--- config.mk ---
export PLATFORM = sky130hd
export DESIGN_NAME = sbt_char_path
export DESIGN_NICKNAME = d
export VERILOG_FILES = /design/src/shared/sbt_pkg.sv /design/src/hw/sbt_fifo.sv /design/src/hw/sbt_char_path.sv
export SDC_FILE = /design/constraint.sdc
export NUM_CORES = 1
export LEC_CHECK = 0
export ABC_AREA = 0
export BUFFER_PORTS_ARGS = -buffer_cell sky130_fd_sc_hd__buf_2
export CAP_MARGIN = 20
export CORE_UTILIZATION = 56
export CTS_CLUSTER_DIAMETER = 50
export CTS_CLUSTER_SIZE = 8
export DETAILED_ROUTE_END_ITERATION = 16
export PLACE_DENSITY_LB_ADDON = 0.05
export SETUP_SLACK_MARGIN = 0.02
export SLEW_MARGIN = 5
export SYNTH_ARGS = -nofsm -noshare
export SYNTH_HDL_FRONTEND = slang
export SYNTH_HIERARCHICAL = 1
export SYNTH_SLANG_ARGS = --single-unit
--- constraint.sdc ---
create_clock -name clk_sys -period 3.6 [get_ports clk_sys]
set_clock_uncertainty 0.1 [all_clocks]
set_input_delay 0.72 -clock clk_sys [delete_from_list [all_inputs] [get_ports clk_sys]]
set_output_delay 0.72 -clock clk_sys [all_outputs]
set_load 0.01 [all_outputs]
--- src/shared/sbt_pkg.sv ---
// Shared constants and carrier types for the simplex BCD character path
package sbt_pkg;

   // Character and buffer geometry
   localparam int SBT_CHAR_W     = 6;
   localparam int SBT_FIFO_DEPTH = 4;

   // Zone field codes, bit 1 is B and bit 0 is A
   localparam logic [1:0] SBT_ZONE_NONE = 2'h0;
   localparam logic [1:0] SBT_ZONE_A    = 2'h1;
   localparam logic [1:0] SBT_ZONE_B    = 2'h2;
   localparam logic [1:0] SBT_ZONE_AB   = 2'h3;

   // Core-storage codes that need special handling
   localparam logic [5:0] SBT_CORE_ZERO   = 6'h00;
   localparam logic [5:0] SBT_CORE_EIGHT2 = 6'h0a;
   localparam logic [5:0] SBT_CORE_ABZERO = 6'h30;

   // Simplex BCD codes those special cases become
   localparam logic [5:0] SBT_SBCD_ZERO   = 6'h0a;
   localparam logic [5:0] SBT_SBCD_EIGHT2 = 6'h10;
   localparam logic [5:0] SBT_SBCD_ABZERO = 6'h00;

   // Six-bit character: B A zone, then 8 4 2 1 digit
   typedef struct packed {
      logic [1:0] zone;
      logic [3:0] digit;
   } sbt_char_t;

   // Outgoing word from the assembly side, ctrl marks control data
   typedef struct packed {
      logic      ctrl;
      sbt_char_t ch;
   } sbt_wr_word_t;

   // Byte on the adapter buses with its parity bit
   typedef struct packed {
      logic      parity;
      sbt_char_t ch;
   } sbt_byte_t;

   // Reset values
   localparam sbt_byte_t SBT_BYTE_RST = 7'h00;
   localparam sbt_char_t SBT_CHAR_RST = 6'h00;

endpackage : sbt_pkg

--- src/hw/sbt_fifo.sv ---
// Small synchronous FIFO with valid/ready on both sides
`timescale 1ns/100ps
`default_nettype none

module sbt_fifo #(
   parameter int WIDTH = 7,
   parameter int DEPTH = 4
) (
   input  wire logic             clk_sys,
   input  wire logic             sys_rst,
   input  wire logic [WIDTH-1:0] in_data,
   input  wire logic             in_valid,
   output logic                  in_ready,
   output logic      [WIDTH-1:0] out_data,
   output logic                  out_valid,
   input  wire logic             out_ready
);
   import sbt_pkg::*;

   localparam int AW = (DEPTH > 1) ? $clog2(DEPTH) : 1;
   localparam logic [AW:0]   CNT_FULL = (AW+1)'(DEPTH);
   localparam logic [AW-1:0] PTR_LAST = AW'(DEPTH - 1);

   logic [WIDTH-1:0] mem [DEPTH];
   logic [AW-1:0]    wr_ptr;
   logic [AW-1:0]    rd_ptr;
   logic [AW:0]      count;
   wire  logic       push;
   wire  logic       pop;

   // Handshake decode
   assign in_ready  = (count != CNT_FULL);
   assign out_valid = (count != '0);
   assign push      = in_valid && in_ready;
   assign pop       = out_valid && out_ready;
   assign out_data  = mem[rd_ptr];

   // Storage array, no reset needed on data
   always_ff @(posedge clk_sys) begin
      if (push) begin
         mem[wr_ptr] <= in_data;
      end
   end

   // Pointers and occupancy
   always_ff @(posedge clk_sys) begin
      if (sys_rst) begin
         wr_ptr <= '0;
         rd_ptr <= '0;
         count  <= '0;
      end else begin
         if (push) begin
            wr_ptr <= (wr_ptr == PTR_LAST) ? '0 : wr_ptr + 1'b1;
         end
         if (pop) begin
            rd_ptr <= (rd_ptr == PTR_LAST) ? '0 : rd_ptr + 1'b1;
         end
         if (push && !pop) begin
            count <= count + 1'b1;
         end else if (pop && !push) begin
            count <= count - 1'b1;
         end
      end
   end

endmodule : sbt_fifo

`default_nettype wire

--- src/hw/sbt_char_path.sv ---
// Channel character path: simplex BCD translation and odd parity
`timescale 1ns/100ps
`default_nettype none

// Contract
// Every outgoing byte carries odd parity
// BCD mode translates write characters to simplex
// Binary mode writes characters unchanged
// Control data bypasses write translation
// Only B, A, 8, 2 bits change
// Translated character loads at ring pulse three
// Binary mode reads characters unchanged
// Sense data bypasses read translation
// Capture read byte on data-in and load
// Data accept at pulse three loads assembly
// Incoming parity is never checked
// Parity bit driven when data bits even
// Parity counts the untranslated character
// Zone swap translations invert the parity
// Eight-two to A translation blocks parity
// Zones AB to A, A to AB
// Zero-zone and AB-zero special codes mapped
// Read translation is the exact inverse
module sbt_char_path #(
   parameter int FIFO_DEPTH = sbt_pkg::SBT_FIFO_DEPTH
) (
   input  wire logic                 clk_sys,
   input  wire logic                 sys_rst,
   input  wire logic                 bcd_mode,
   input  wire logic                 write_mode,
   input  wire logic                 char_ring_pulse_three,
   input  wire sbt_pkg::sbt_wr_word_t asm_wr,
   input  wire logic                 asm_wr_valid,
   output logic                      asm_wr_ready,
   output sbt_pkg::sbt_byte_t        wr_bus,
   output logic                      wr_strobe,
   output logic                      wr_starved,
   input  wire sbt_pkg::sbt_byte_t   rd_bus,
   input  wire logic                 data_in,
   input  wire logic                 read_load,
   input  wire logic                 sense_xfer,
   input  wire logic                 data_accept,
   output sbt_pkg::sbt_char_t        asm_rd,
   output logic                      asm_rd_valid
);
   import sbt_pkg::*;

   // Core storage to simplex BCD
   function automatic sbt_char_t to_simplex(input sbt_char_t c);
      sbt_char_t r;
      r = c;
      if (c == SBT_CORE_ZERO) begin
         r = SBT_SBCD_ZERO;
      end else if (c == SBT_CORE_EIGHT2) begin
         r = SBT_SBCD_EIGHT2;
      end else if (c == SBT_CORE_ABZERO) begin
         r = SBT_SBCD_ABZERO;
      end else if (c.zone == SBT_ZONE_AB) begin
         r.zone = SBT_ZONE_A;
      end else if (c.zone == SBT_ZONE_A) begin
         r.zone = SBT_ZONE_AB;
      end
      return r;
   endfunction : to_simplex

   // Simplex BCD back to core storage
   function automatic sbt_char_t to_core(input sbt_char_t c);
      sbt_char_t r;
      r = c;
      if (c == SBT_SBCD_ZERO) begin
         r = SBT_CORE_ZERO;
      end else if (c == SBT_SBCD_EIGHT2) begin
         r = SBT_CORE_EIGHT2;
      end else if (c == SBT_SBCD_ABZERO) begin
         r = SBT_CORE_ABZERO;
      end else if (c.zone == SBT_ZONE_AB) begin
         r.zone = SBT_ZONE_A;
      end else if (c.zone == SBT_ZONE_A) begin
         r.zone = SBT_ZONE_AB;
      end
      return r;
   endfunction : to_core

   // ------------------------------------------------------------
   // Write path
   // ------------------------------------------------------------

   localparam int WR_W = $bits(sbt_wr_word_t);

   logic [WR_W-1:0]    head_bits;
   wire  sbt_wr_word_t head;
   logic               head_valid;
   wire  logic         wr_load;
   wire  logic         wr_xlat;
   wire  sbt_char_t    wr_xchar;
   wire  sbt_char_t    wr_char;
   wire  logic         wr_raw_par;
   wire  logic         wr_par_fix;
   wire  logic         wr_par_block;
   wire  logic         wr_par;

   // Buffer between assembly register and character register
   sbt_fifo #(
      .WIDTH (WR_W),
      .DEPTH (FIFO_DEPTH)
   ) u_wr_fifo (
      .clk_sys   (clk_sys),
      .sys_rst   (sys_rst),
      .in_data   (asm_wr),
      .in_valid  (asm_wr_valid),
      .in_ready  (asm_wr_ready),
      .out_data  (head_bits),
      .out_valid (head_valid),
      .out_ready (wr_load)
   );

   assign head = head_bits;

   // Translation runs on the head word as soon as it is present
   assign wr_xlat  = bcd_mode && !head.ctrl;       // see
   assign wr_xchar = to_simplex(head.ch);
   // 4 and 1 bits wired straight from the head word
   assign wr_char.zone     = wr_xlat ? wr_xchar.zone : head.ch.zone;
   assign wr_char.digit[3] = wr_xlat ? wr_xchar.digit[3]
                                     : head.ch.digit[3];
   assign wr_char.digit[2] = head.ch.digit[2];
   assign wr_char.digit[1] = wr_xlat ? wr_xchar.digit[1]
                                     : head.ch.digit[1];
   assign wr_char.digit[0] = head.ch.digit[0];    // see

   // Parity from the untranslated character, high on even count
   assign wr_raw_par = ~(^head.ch.digit ^ ^head.ch.zone); // see

   // Zone swap between A and AB changes the bit count by one
   assign wr_par_fix = wr_xlat &&
      (((head.ch.zone == SBT_ZONE_AB) && (wr_char.zone == SBT_ZONE_A)) ||
       ((head.ch.zone == SBT_ZONE_A) && (wr_char.zone == SBT_ZONE_AB)));


   // Eight-two becoming a lone A loses a bit, suppress parity
   assign wr_par_block = wr_xlat && (head.ch == SBT_CORE_EIGHT2);

   assign wr_par = wr_par_block ? 1'b0 : (wr_raw_par ^ wr_par_fix);

   // Character register loads at pulse three of a write service
   assign wr_load = write_mode && char_ring_pulse_three && head_valid;


   // Character register and write bus
   always_ff @(posedge clk_sys) begin
      if (sys_rst) begin
         wr_bus <= SBT_BYTE_RST;
      end else if (wr_load) begin
         wr_bus <= '{parity: wr_par, ch: wr_char};  // see
      end
   end

   // Load strobe and empty-buffer warning, one cycle each
   always_ff @(posedge clk_sys) begin
      if (sys_rst) begin
         wr_strobe  <= 1'b0;
         wr_starved <= 1'b0;
      end else begin
         wr_strobe  <= wr_load;
         wr_starved <= write_mode && char_ring_pulse_three && !head_valid;
      end
   end

   // ------------------------------------------------------------
   // Read path
   // ------------------------------------------------------------

   sbt_byte_t rd_meta;
   sbt_byte_t rd_sync;
   logic      din_meta;
   logic      din_sync;
   sbt_char_t rd_creg;
   wire logic      rd_capture;
   wire logic      rd_xlat;
   wire sbt_char_t rd_xchar;
   wire sbt_char_t rd_char;
   wire logic      rd_accept;

   // Two-stage synchronisers on the adapter pins
   always_ff @(posedge clk_sys) begin
      if (sys_rst) begin
         rd_meta  <= SBT_BYTE_RST;
         rd_sync  <= SBT_BYTE_RST;
         din_meta <= 1'b0;
         din_sync <= 1'b0;
      end else begin
         rd_meta  <= rd_bus;
         rd_sync  <= rd_meta;
         din_meta <= data_in;
         din_sync <= din_meta;
      end
   end

   // Both qualifiers needed to take the byte
   assign rd_capture = !write_mode && din_sync && read_load;

   // Character register on read, parity bit dropped unchecked
   always_ff @(posedge clk_sys) begin
      if (sys_rst) begin
         rd_creg <= SBT_CHAR_RST;
      end else if (rd_capture) begin
         rd_creg <= rd_sync.ch;                    // see
      end
   end

   // Read translation, bypassed for binary mode and sense data
   assign rd_xlat  = bcd_mode && !sense_xfer;
   assign rd_xchar = to_core(rd_creg);
   assign rd_char.zone     = rd_xlat ? rd_xchar.zone : rd_creg.zone;
   assign rd_char.digit[3] = rd_xlat ? rd_xchar.digit[3]
                                     : rd_creg.digit[3];
   assign rd_char.digit[2] = rd_creg.digit[2];
   assign rd_char.digit[1] = rd_xlat ? rd_xchar.digit[1]
                                     : rd_creg.digit[1];
   assign rd_char.digit[0] = rd_creg.digit[0];    // see

   // Data accept at pulse three moves it to the assembly side
   assign rd_accept = !write_mode && char_ring_pulse_three && data_accept;


   // Assembly register input and its valid pulse
   always_ff @(posedge clk_sys) begin
      if (sys_rst) begin
         asm_rd       <= SBT_CHAR_RST;
         asm_rd_valid <= 1'b0;
      end else begin
         asm_rd_valid <= rd_accept;
         if (rd_accept) begin
            asm_rd <= rd_char;                     // see
         end
      end
   end

endmodule : sbt_char_path

`default_nettype wire

==> results of run 1 <==
## worst paths after layout
check	start	to	slack (ps)	cells past startpoint
min	rd_meta[0]	rd_sync[0]	330	1
max	u_wr_fifo/count[1]	u_wr_fifo/count[2]	620	10
min reg2reg	rd_meta[0]	rd_sync[0]	330	1
max reg2reg	u_wr_fifo/count[1]	u_wr_fifo/count[2]	620	10
## report_power, final
part           internal (µW)  switching, µW  total, µW
registers                943           49.8        993
clock network            518            303        821
logic                    202            232        434
## final cells by class
class                   count  area (µm²)
inverters                  13        48.8
fillers                   412        1610
clock inverters             4        75.1
repair buffers             39         195
clock buffers              12         199
well taps                  70        87.6
multi-input cells         161        1210
flip-flops and latches     73        1740
## flip-flops by register name, indices dropped and copies added, names as in the netlist, named ones only
name / count
u_wr_fifo/mem: 28
wr_bus: 7
asm_rd: 6
rd_meta: 6
rd_sync: 6
rd_creg: 4
u_wr_fifo/count: 3
rd_char: 2
u_wr_fifo/rd_ptr: 2
u_wr_fifo/wr_ptr: 2
asm_rd_valid: 1
din_meta: 1
din_sync: 1
wr_starved: 1
wr_strobe: 1
## metal layers
metal / routed length, µm / track usage, % / vias up
met5: 0 / 0 / -
met4: 74 / 8.02 / 0
met3: 202 / 6.48 / 6
met2: 2370 / 32.2 / 37
met1: 2420 / 25.5 / 898
li1: - / - / 984
## stage by stage
stage               worst slack (ps)  util [%]  area, µm²  cells  power (µW)
finish                           616      68.8       3560    372        2250
global route                     448      68.8       3560    372        2360
CTS                              605      68.8       3560    372        2280
detailed placement               612      63.5       3290    356        1450
global placement                 666      63.5       3290    356        1430
floorplan                        912         -       3040    256        1330
## critical path, stage by stage (launching register included)
cell	delay, ps
dfxtp_1	360
or3_2	480
nand3_1	240
inv_2	130
o31ai_1	180
ha_1	290
inv_1	60
fa_1	370
xor2_1	160
or3_2	410
a21oi_1	140
## layout by cell type (no fill, tap or decap), types with 2 or more instances in the layout
cell type,Yosys,layout
dfxtp_1,45,45
buf_2,2,39
edfxtp_1,28,28
nor2_1,24,24
a21oi_1,17,17
nand2_1,17,17
ha_1,17,17
nor2b_1,16,16
inv_1,12,12
mux2i_1,9,9
clkbuf_8,0,9
mux4_2,7,7
o21ai_1,4,4
and3_1,4,4
nor3_1,4,4
and3_2,4,4
nand3_1,3,3
nand2b_1,3,3
o31ai_1,3,3
clkbuf_16,0,3
nand3b_1,2,2
and3b_1,2,2
a211oi_2,2,2
xnor2_1,2,2
o21ai_0,2,2
bufinv_16,0,2
or3_2,2,2
xor2_1,2,2
## kinds of logic after synthesis
kind of cell | after synthesis | share of synthesized area (%)
multiplexers | 17 | 8.52
adder cells (fa/ha/maj) | 18 | 7.65
flip-flops | 73 | 57.3
AO/OA/AOI/OAI | 35 | 7.45
buffers and inverters | 22 | 2.84
AND/OR/NAND/NOR | 87 | 15.1
XOR/XNOR | 4 | 1.15
==> impl_metrics.json, run 1 <==
{
  "synth_top_flop_cell": "dfxtp_1",
  "crit_fanout": 8,
  "drive_gt1_share_pct": 24.8,
  "drt_first_pass_iters": 4,
  "drtIter0Drc": 78,
  "die_area_um2": 5730,
  "io_buffers": 39,
  "synth_cell_types": 44,
  "cts_tree": "yes",
  "antenna_found_initial": 0,
  "root_buffer": "clkbuf_8",
  "rsz0062_at_grt": "no",
  "start_util_pct": 58.8,
  "max_freq_mhz": 335,
  "start_kind": "flop",
  "tns_ps": 0,
  "ioPinCount": 41,
  "drt-vias-per-instance": 5.17,
  "relSlewSlack_pct": 46.9,
  "post-route-min-period_ps": 2980,
  "insertion_delay_ps": 340,
  "holdBufCountCts": 0,
  "yosys-top-cells-area": "dfxtp_1 (30%), edfxtp_1 (28%), ha_1 (7.0%)",
  "cp-end-kind": "flop",
  "drcViolationCount": 0,
  "dpl.hpwl_mm": 3.60,
  "syn_area_um2": 3040,
  "hold_class": "flop to flop",
  "maxCapViolCount": 0,
  "yosysMostFrequentCell": "dfxtp_1",
  "ant_nets": 0,
  "ys_top_cells_by_count": "dfxtp_1 (45), edfxtp_1 (28), nor2_1 (24)",
  "syn_area_per_cell_um2": 11.9,
  "power.density_nw_per_um2": 631,
  "synth_edf_count": 28,
  "syn-num-nets": 298,
  "cts_buffer_depth": 2,
  "ir_worst_vdd_mv": 0.475,
  "cts_setup_buffers": 0,
  "clk_pin_slew_ps": 80,
  "setup_viol_count_final": 0,
  "maxSlewViolCount": 0,
  "ys_ff_latch": 73,
  "synthToLayoutAreaGrowth_pct": 17.1,
  "clock_sinks": 73,
  "die_x_um": 75.7,
  "die_h_um": 75.7,
  "numCtsBuffers": 9,
  "yosys.area.top_type": "dfxtp_1",
  "rows": 26,
  "detail_route.wl_per_cell_um": 13.6,
  "diodes": 0,
  "cts_resized": 0,
  "htreeDepth": 3,
  "p_leak_uw": 0.00150,
  "status": "complete, no violations",
  "criticalPathCategory": "flop to flop",
  "grt_max_degree": 45,
  "nets": 339,
  "cp.required_ps": 3770,
  "synthCells": 256,
  "ys_seq_area_share_pct": 57.3,
  "final_hold_viol_count": 0,
  "worst_slew_pin_slew_ps": 797,
  "coreArea_um2": 5170,
  "grt_pass1_vias": 1824,
  "grt.overflow.total": 0,
  "cp.arrival_ps": 3150,
  "finalWirelength_mm": 5.07,
  "vias": 1925,
  "gp_congestion": 0.832,
  "holdWs_ps": 330,
  "synth_warnings": 6,
  "grt_pass1_wl_mm": 8.11,
  "global_route.usage.total_pct": 20.1,
  "netlist.area_leader.share_pct": 29.6,
  "fin_crit_sh_pct": 82.9,
  "async_flop_share_pct": 0
}
(Power assumes the default switching activity.)
==> run 2: changes to the inputs <==
- CORE_UTILIZATION: 56 -> 51
- clock period: 3.6 -> 2.71 ns (I/O delays scaled with it)
==> run 2 against run 1 <==
Clock power increased by 23%. Setup slack lost 390 ps. Design area is 1.7% higher. Global-route usage fell by 1.8 points. Sequential power up 31%. Register-to-register slack got worse by 390 ps. Cell count up 2.7%. Critical path depth unchanged. Non-clock buffer count is 8 higher. Die area grew 9.5%. Largest cell class unchanged. Largest power group unchanged. Highest routed layer unchanged.
==> impl_metrics.json, run 2 (synthesis gave the netlist of run 1 again) <==
{
  "numCtsBuffers": 9,
  "instances_no_fill": 382,
  "p_leak_uw": 0.00152,
  "multi_input_area_um2": 1230,
  "post-route-min-period_ps": 2480,
  "largest_reg_flops": 28,
  "worst_slew_pin_slew_ps": 438,
  "critPathMaxStageDelay_ps": 410,
  "rsz0062_at_grt": "no",
  "drcViolationCount": 0,
  "diodes": 0,
  "final_common_cell": "dfxtp_1",
  "drive_gt1_share_pct": 27.4,
  "holdBufCountCts": 0,
  "insertion_delay_ps": 340,
  "dpl.cell_count": 366,
  "clock_sinks": 73,
  "synthToLayoutAreaGrowth_pct": 19.0,
  "drt_first_pass_iters": 4,
  "nets": 347,
  "place_ws_ps": 46.2,
  "fin_crit_sh_pct": 91.6,
  "setup_viol_count_final": 0,
  "criticalPathCategory": "flop to flop",
  "seq_area_um2": 1740,
  "antenna_found_initial": 0,
  "fin_util_pct": 64.2,
  "tns_ps": 0,
  "clk_pin_slew_ps": 70,
  "finalWirelength_mm": 5.07,
  "final_cell_mix": "dfxtp_1 (45), buf_2 (39), edfxtp_1 (28)",
  "io_buffers": 39,
  "grt_pass1_vias": 1786,
  "die_area_um2": 6280,
  "status": "complete, no violations",
  "cp-end-kind": "flop",
  "drt-vias-per-instance": 5.11,
  "max_freq_mhz": 403,
  "detail_route.wl_per_cell_um": 13.3,
  "grt_max_degree": 29,
  "vias": 1952,
  "finalWorstSetupSlack_ps": 229,
  "crit_family": "simple AND/OR/NAND/NOR gates",
  "drtIter0Drc": 82,
  "start_kind": "flop",
  "coreArea_um2": 5640,
  "total_power_uw": 2950,
  "crit_fanout": 5,
  "die_x_um": 79.2,
  "maxSlewViolCount": 0,
  "cp.required_ps": 2880,
  "top_register": "u_wr_fifo/mem",
  "hold_class": "primary input to flop",
  "global_route.usage.total_pct": 18.4,
  "start_util_pct": 53.9,
  "n_fill_cell": 451,
  "final_hold_viol_count": 0,
  "slowest_stage": "or3_4",
  "dpl.hpwl_mm": 3.61,
  "cp.arrival_ps": 2650,
  "cts_buffer_depth": 2,
  "grt_pass1_wl_mm": 8.45,
  "power.density_nw_per_um2": 816,
  "htreeDepth": 3,
  "ioPinCount": 41,
  "relSlewSlack_pct": 70.8,
  "die_h_um": 79.2,
  "grt.overflow.total": 0,
  "rows": 27,
  "maxCapViolCount": 0,
  "ant_nets": 0,
  "path_buf_inv": 2,
  "reg_top3": "u_wr_fifo/mem (28), wr_bus (7)",
  "crit_chain": "or3_4, nand3_2, inv_2, o31ai_2, ha_2, inv_1, fa_1, xor2_1, or3_2, a21oi_1",
  "ir_worst_vdd_mv": 0.416,
  "root_buffer": "clkbuf_8",
  "cts_tree": "yes",
  "gp_congestion": 0.813
}
==> run 2: cell count changes in the layout (fill, tap and decap cells not counted), sizes merged <==
cell | before | now
clkinvlp | 0 | 1
clkbuf | 12 | 9
inv | 14 | 13
bufinv | 2 | 3
clkinv | 1 | 3
buf | 39 | 47
==> run 2: worst paths after layout <==
path                                         start                  to  slack, ps  depth (start not counted)
worst max-delay path            u_wr_fifo/count[2]  u_wr_fifo/count[2]        230                         10
worst min-delay path                       data_in            din_meta        310                          2
worst max register to register  u_wr_fifo/count[2]  u_wr_fifo/count[2]        230                         10
worst min register to register          rd_meta[2]          rd_sync[2]        340                          1
==> run 2: repair_timing <==
item | 4_1_cts | 5_1_grt
setup buffers | 0 | 0
endpoints found under the setup margin | 0 | 1
resized for setup | 0 | 4
==> run 2: where the power goes <==
part	internal, µW	switching, µW	total, µW	leakage, µW
combinational	314	331	646	0.000783
sequential	1250	48.1	1300	0.000624
clock	611	398	1010	0.000117
total	2180	777	2950	0.00152
==> run 2: cell type report <==
type,instances,share of cell area [%]
Clock buffer,9,3.42
Sequential cell,73,48.1
Tap cell,72,2.49
Timing Repair Buffer,47,7.39
Clock inverter,7,3.28
Inverter,13,1.35
Multi-Input combinational cell,161,34.0
==> run 2: through the flow <==
| step | area [µm²] | hold WS, ps |
|---|---|---|
| final | 3620 | 312 |
| after global routing | 3620 | 305 |
| after CTS | 3600 | 297 |
| after detailed placement | 3360 | 322 |
| after global placement | 3360 | 320 |
| after floorplan | 3040 | 314 |
==> run 2: routing by layer <==
metal  vias up  track usage, %  wire (µm)
met1       900            25.5       2600
met3        10            4.25        174
met5         -               0          0
li1        999               -          -
met4         0            10.9        110
met2        43            26.0       2190
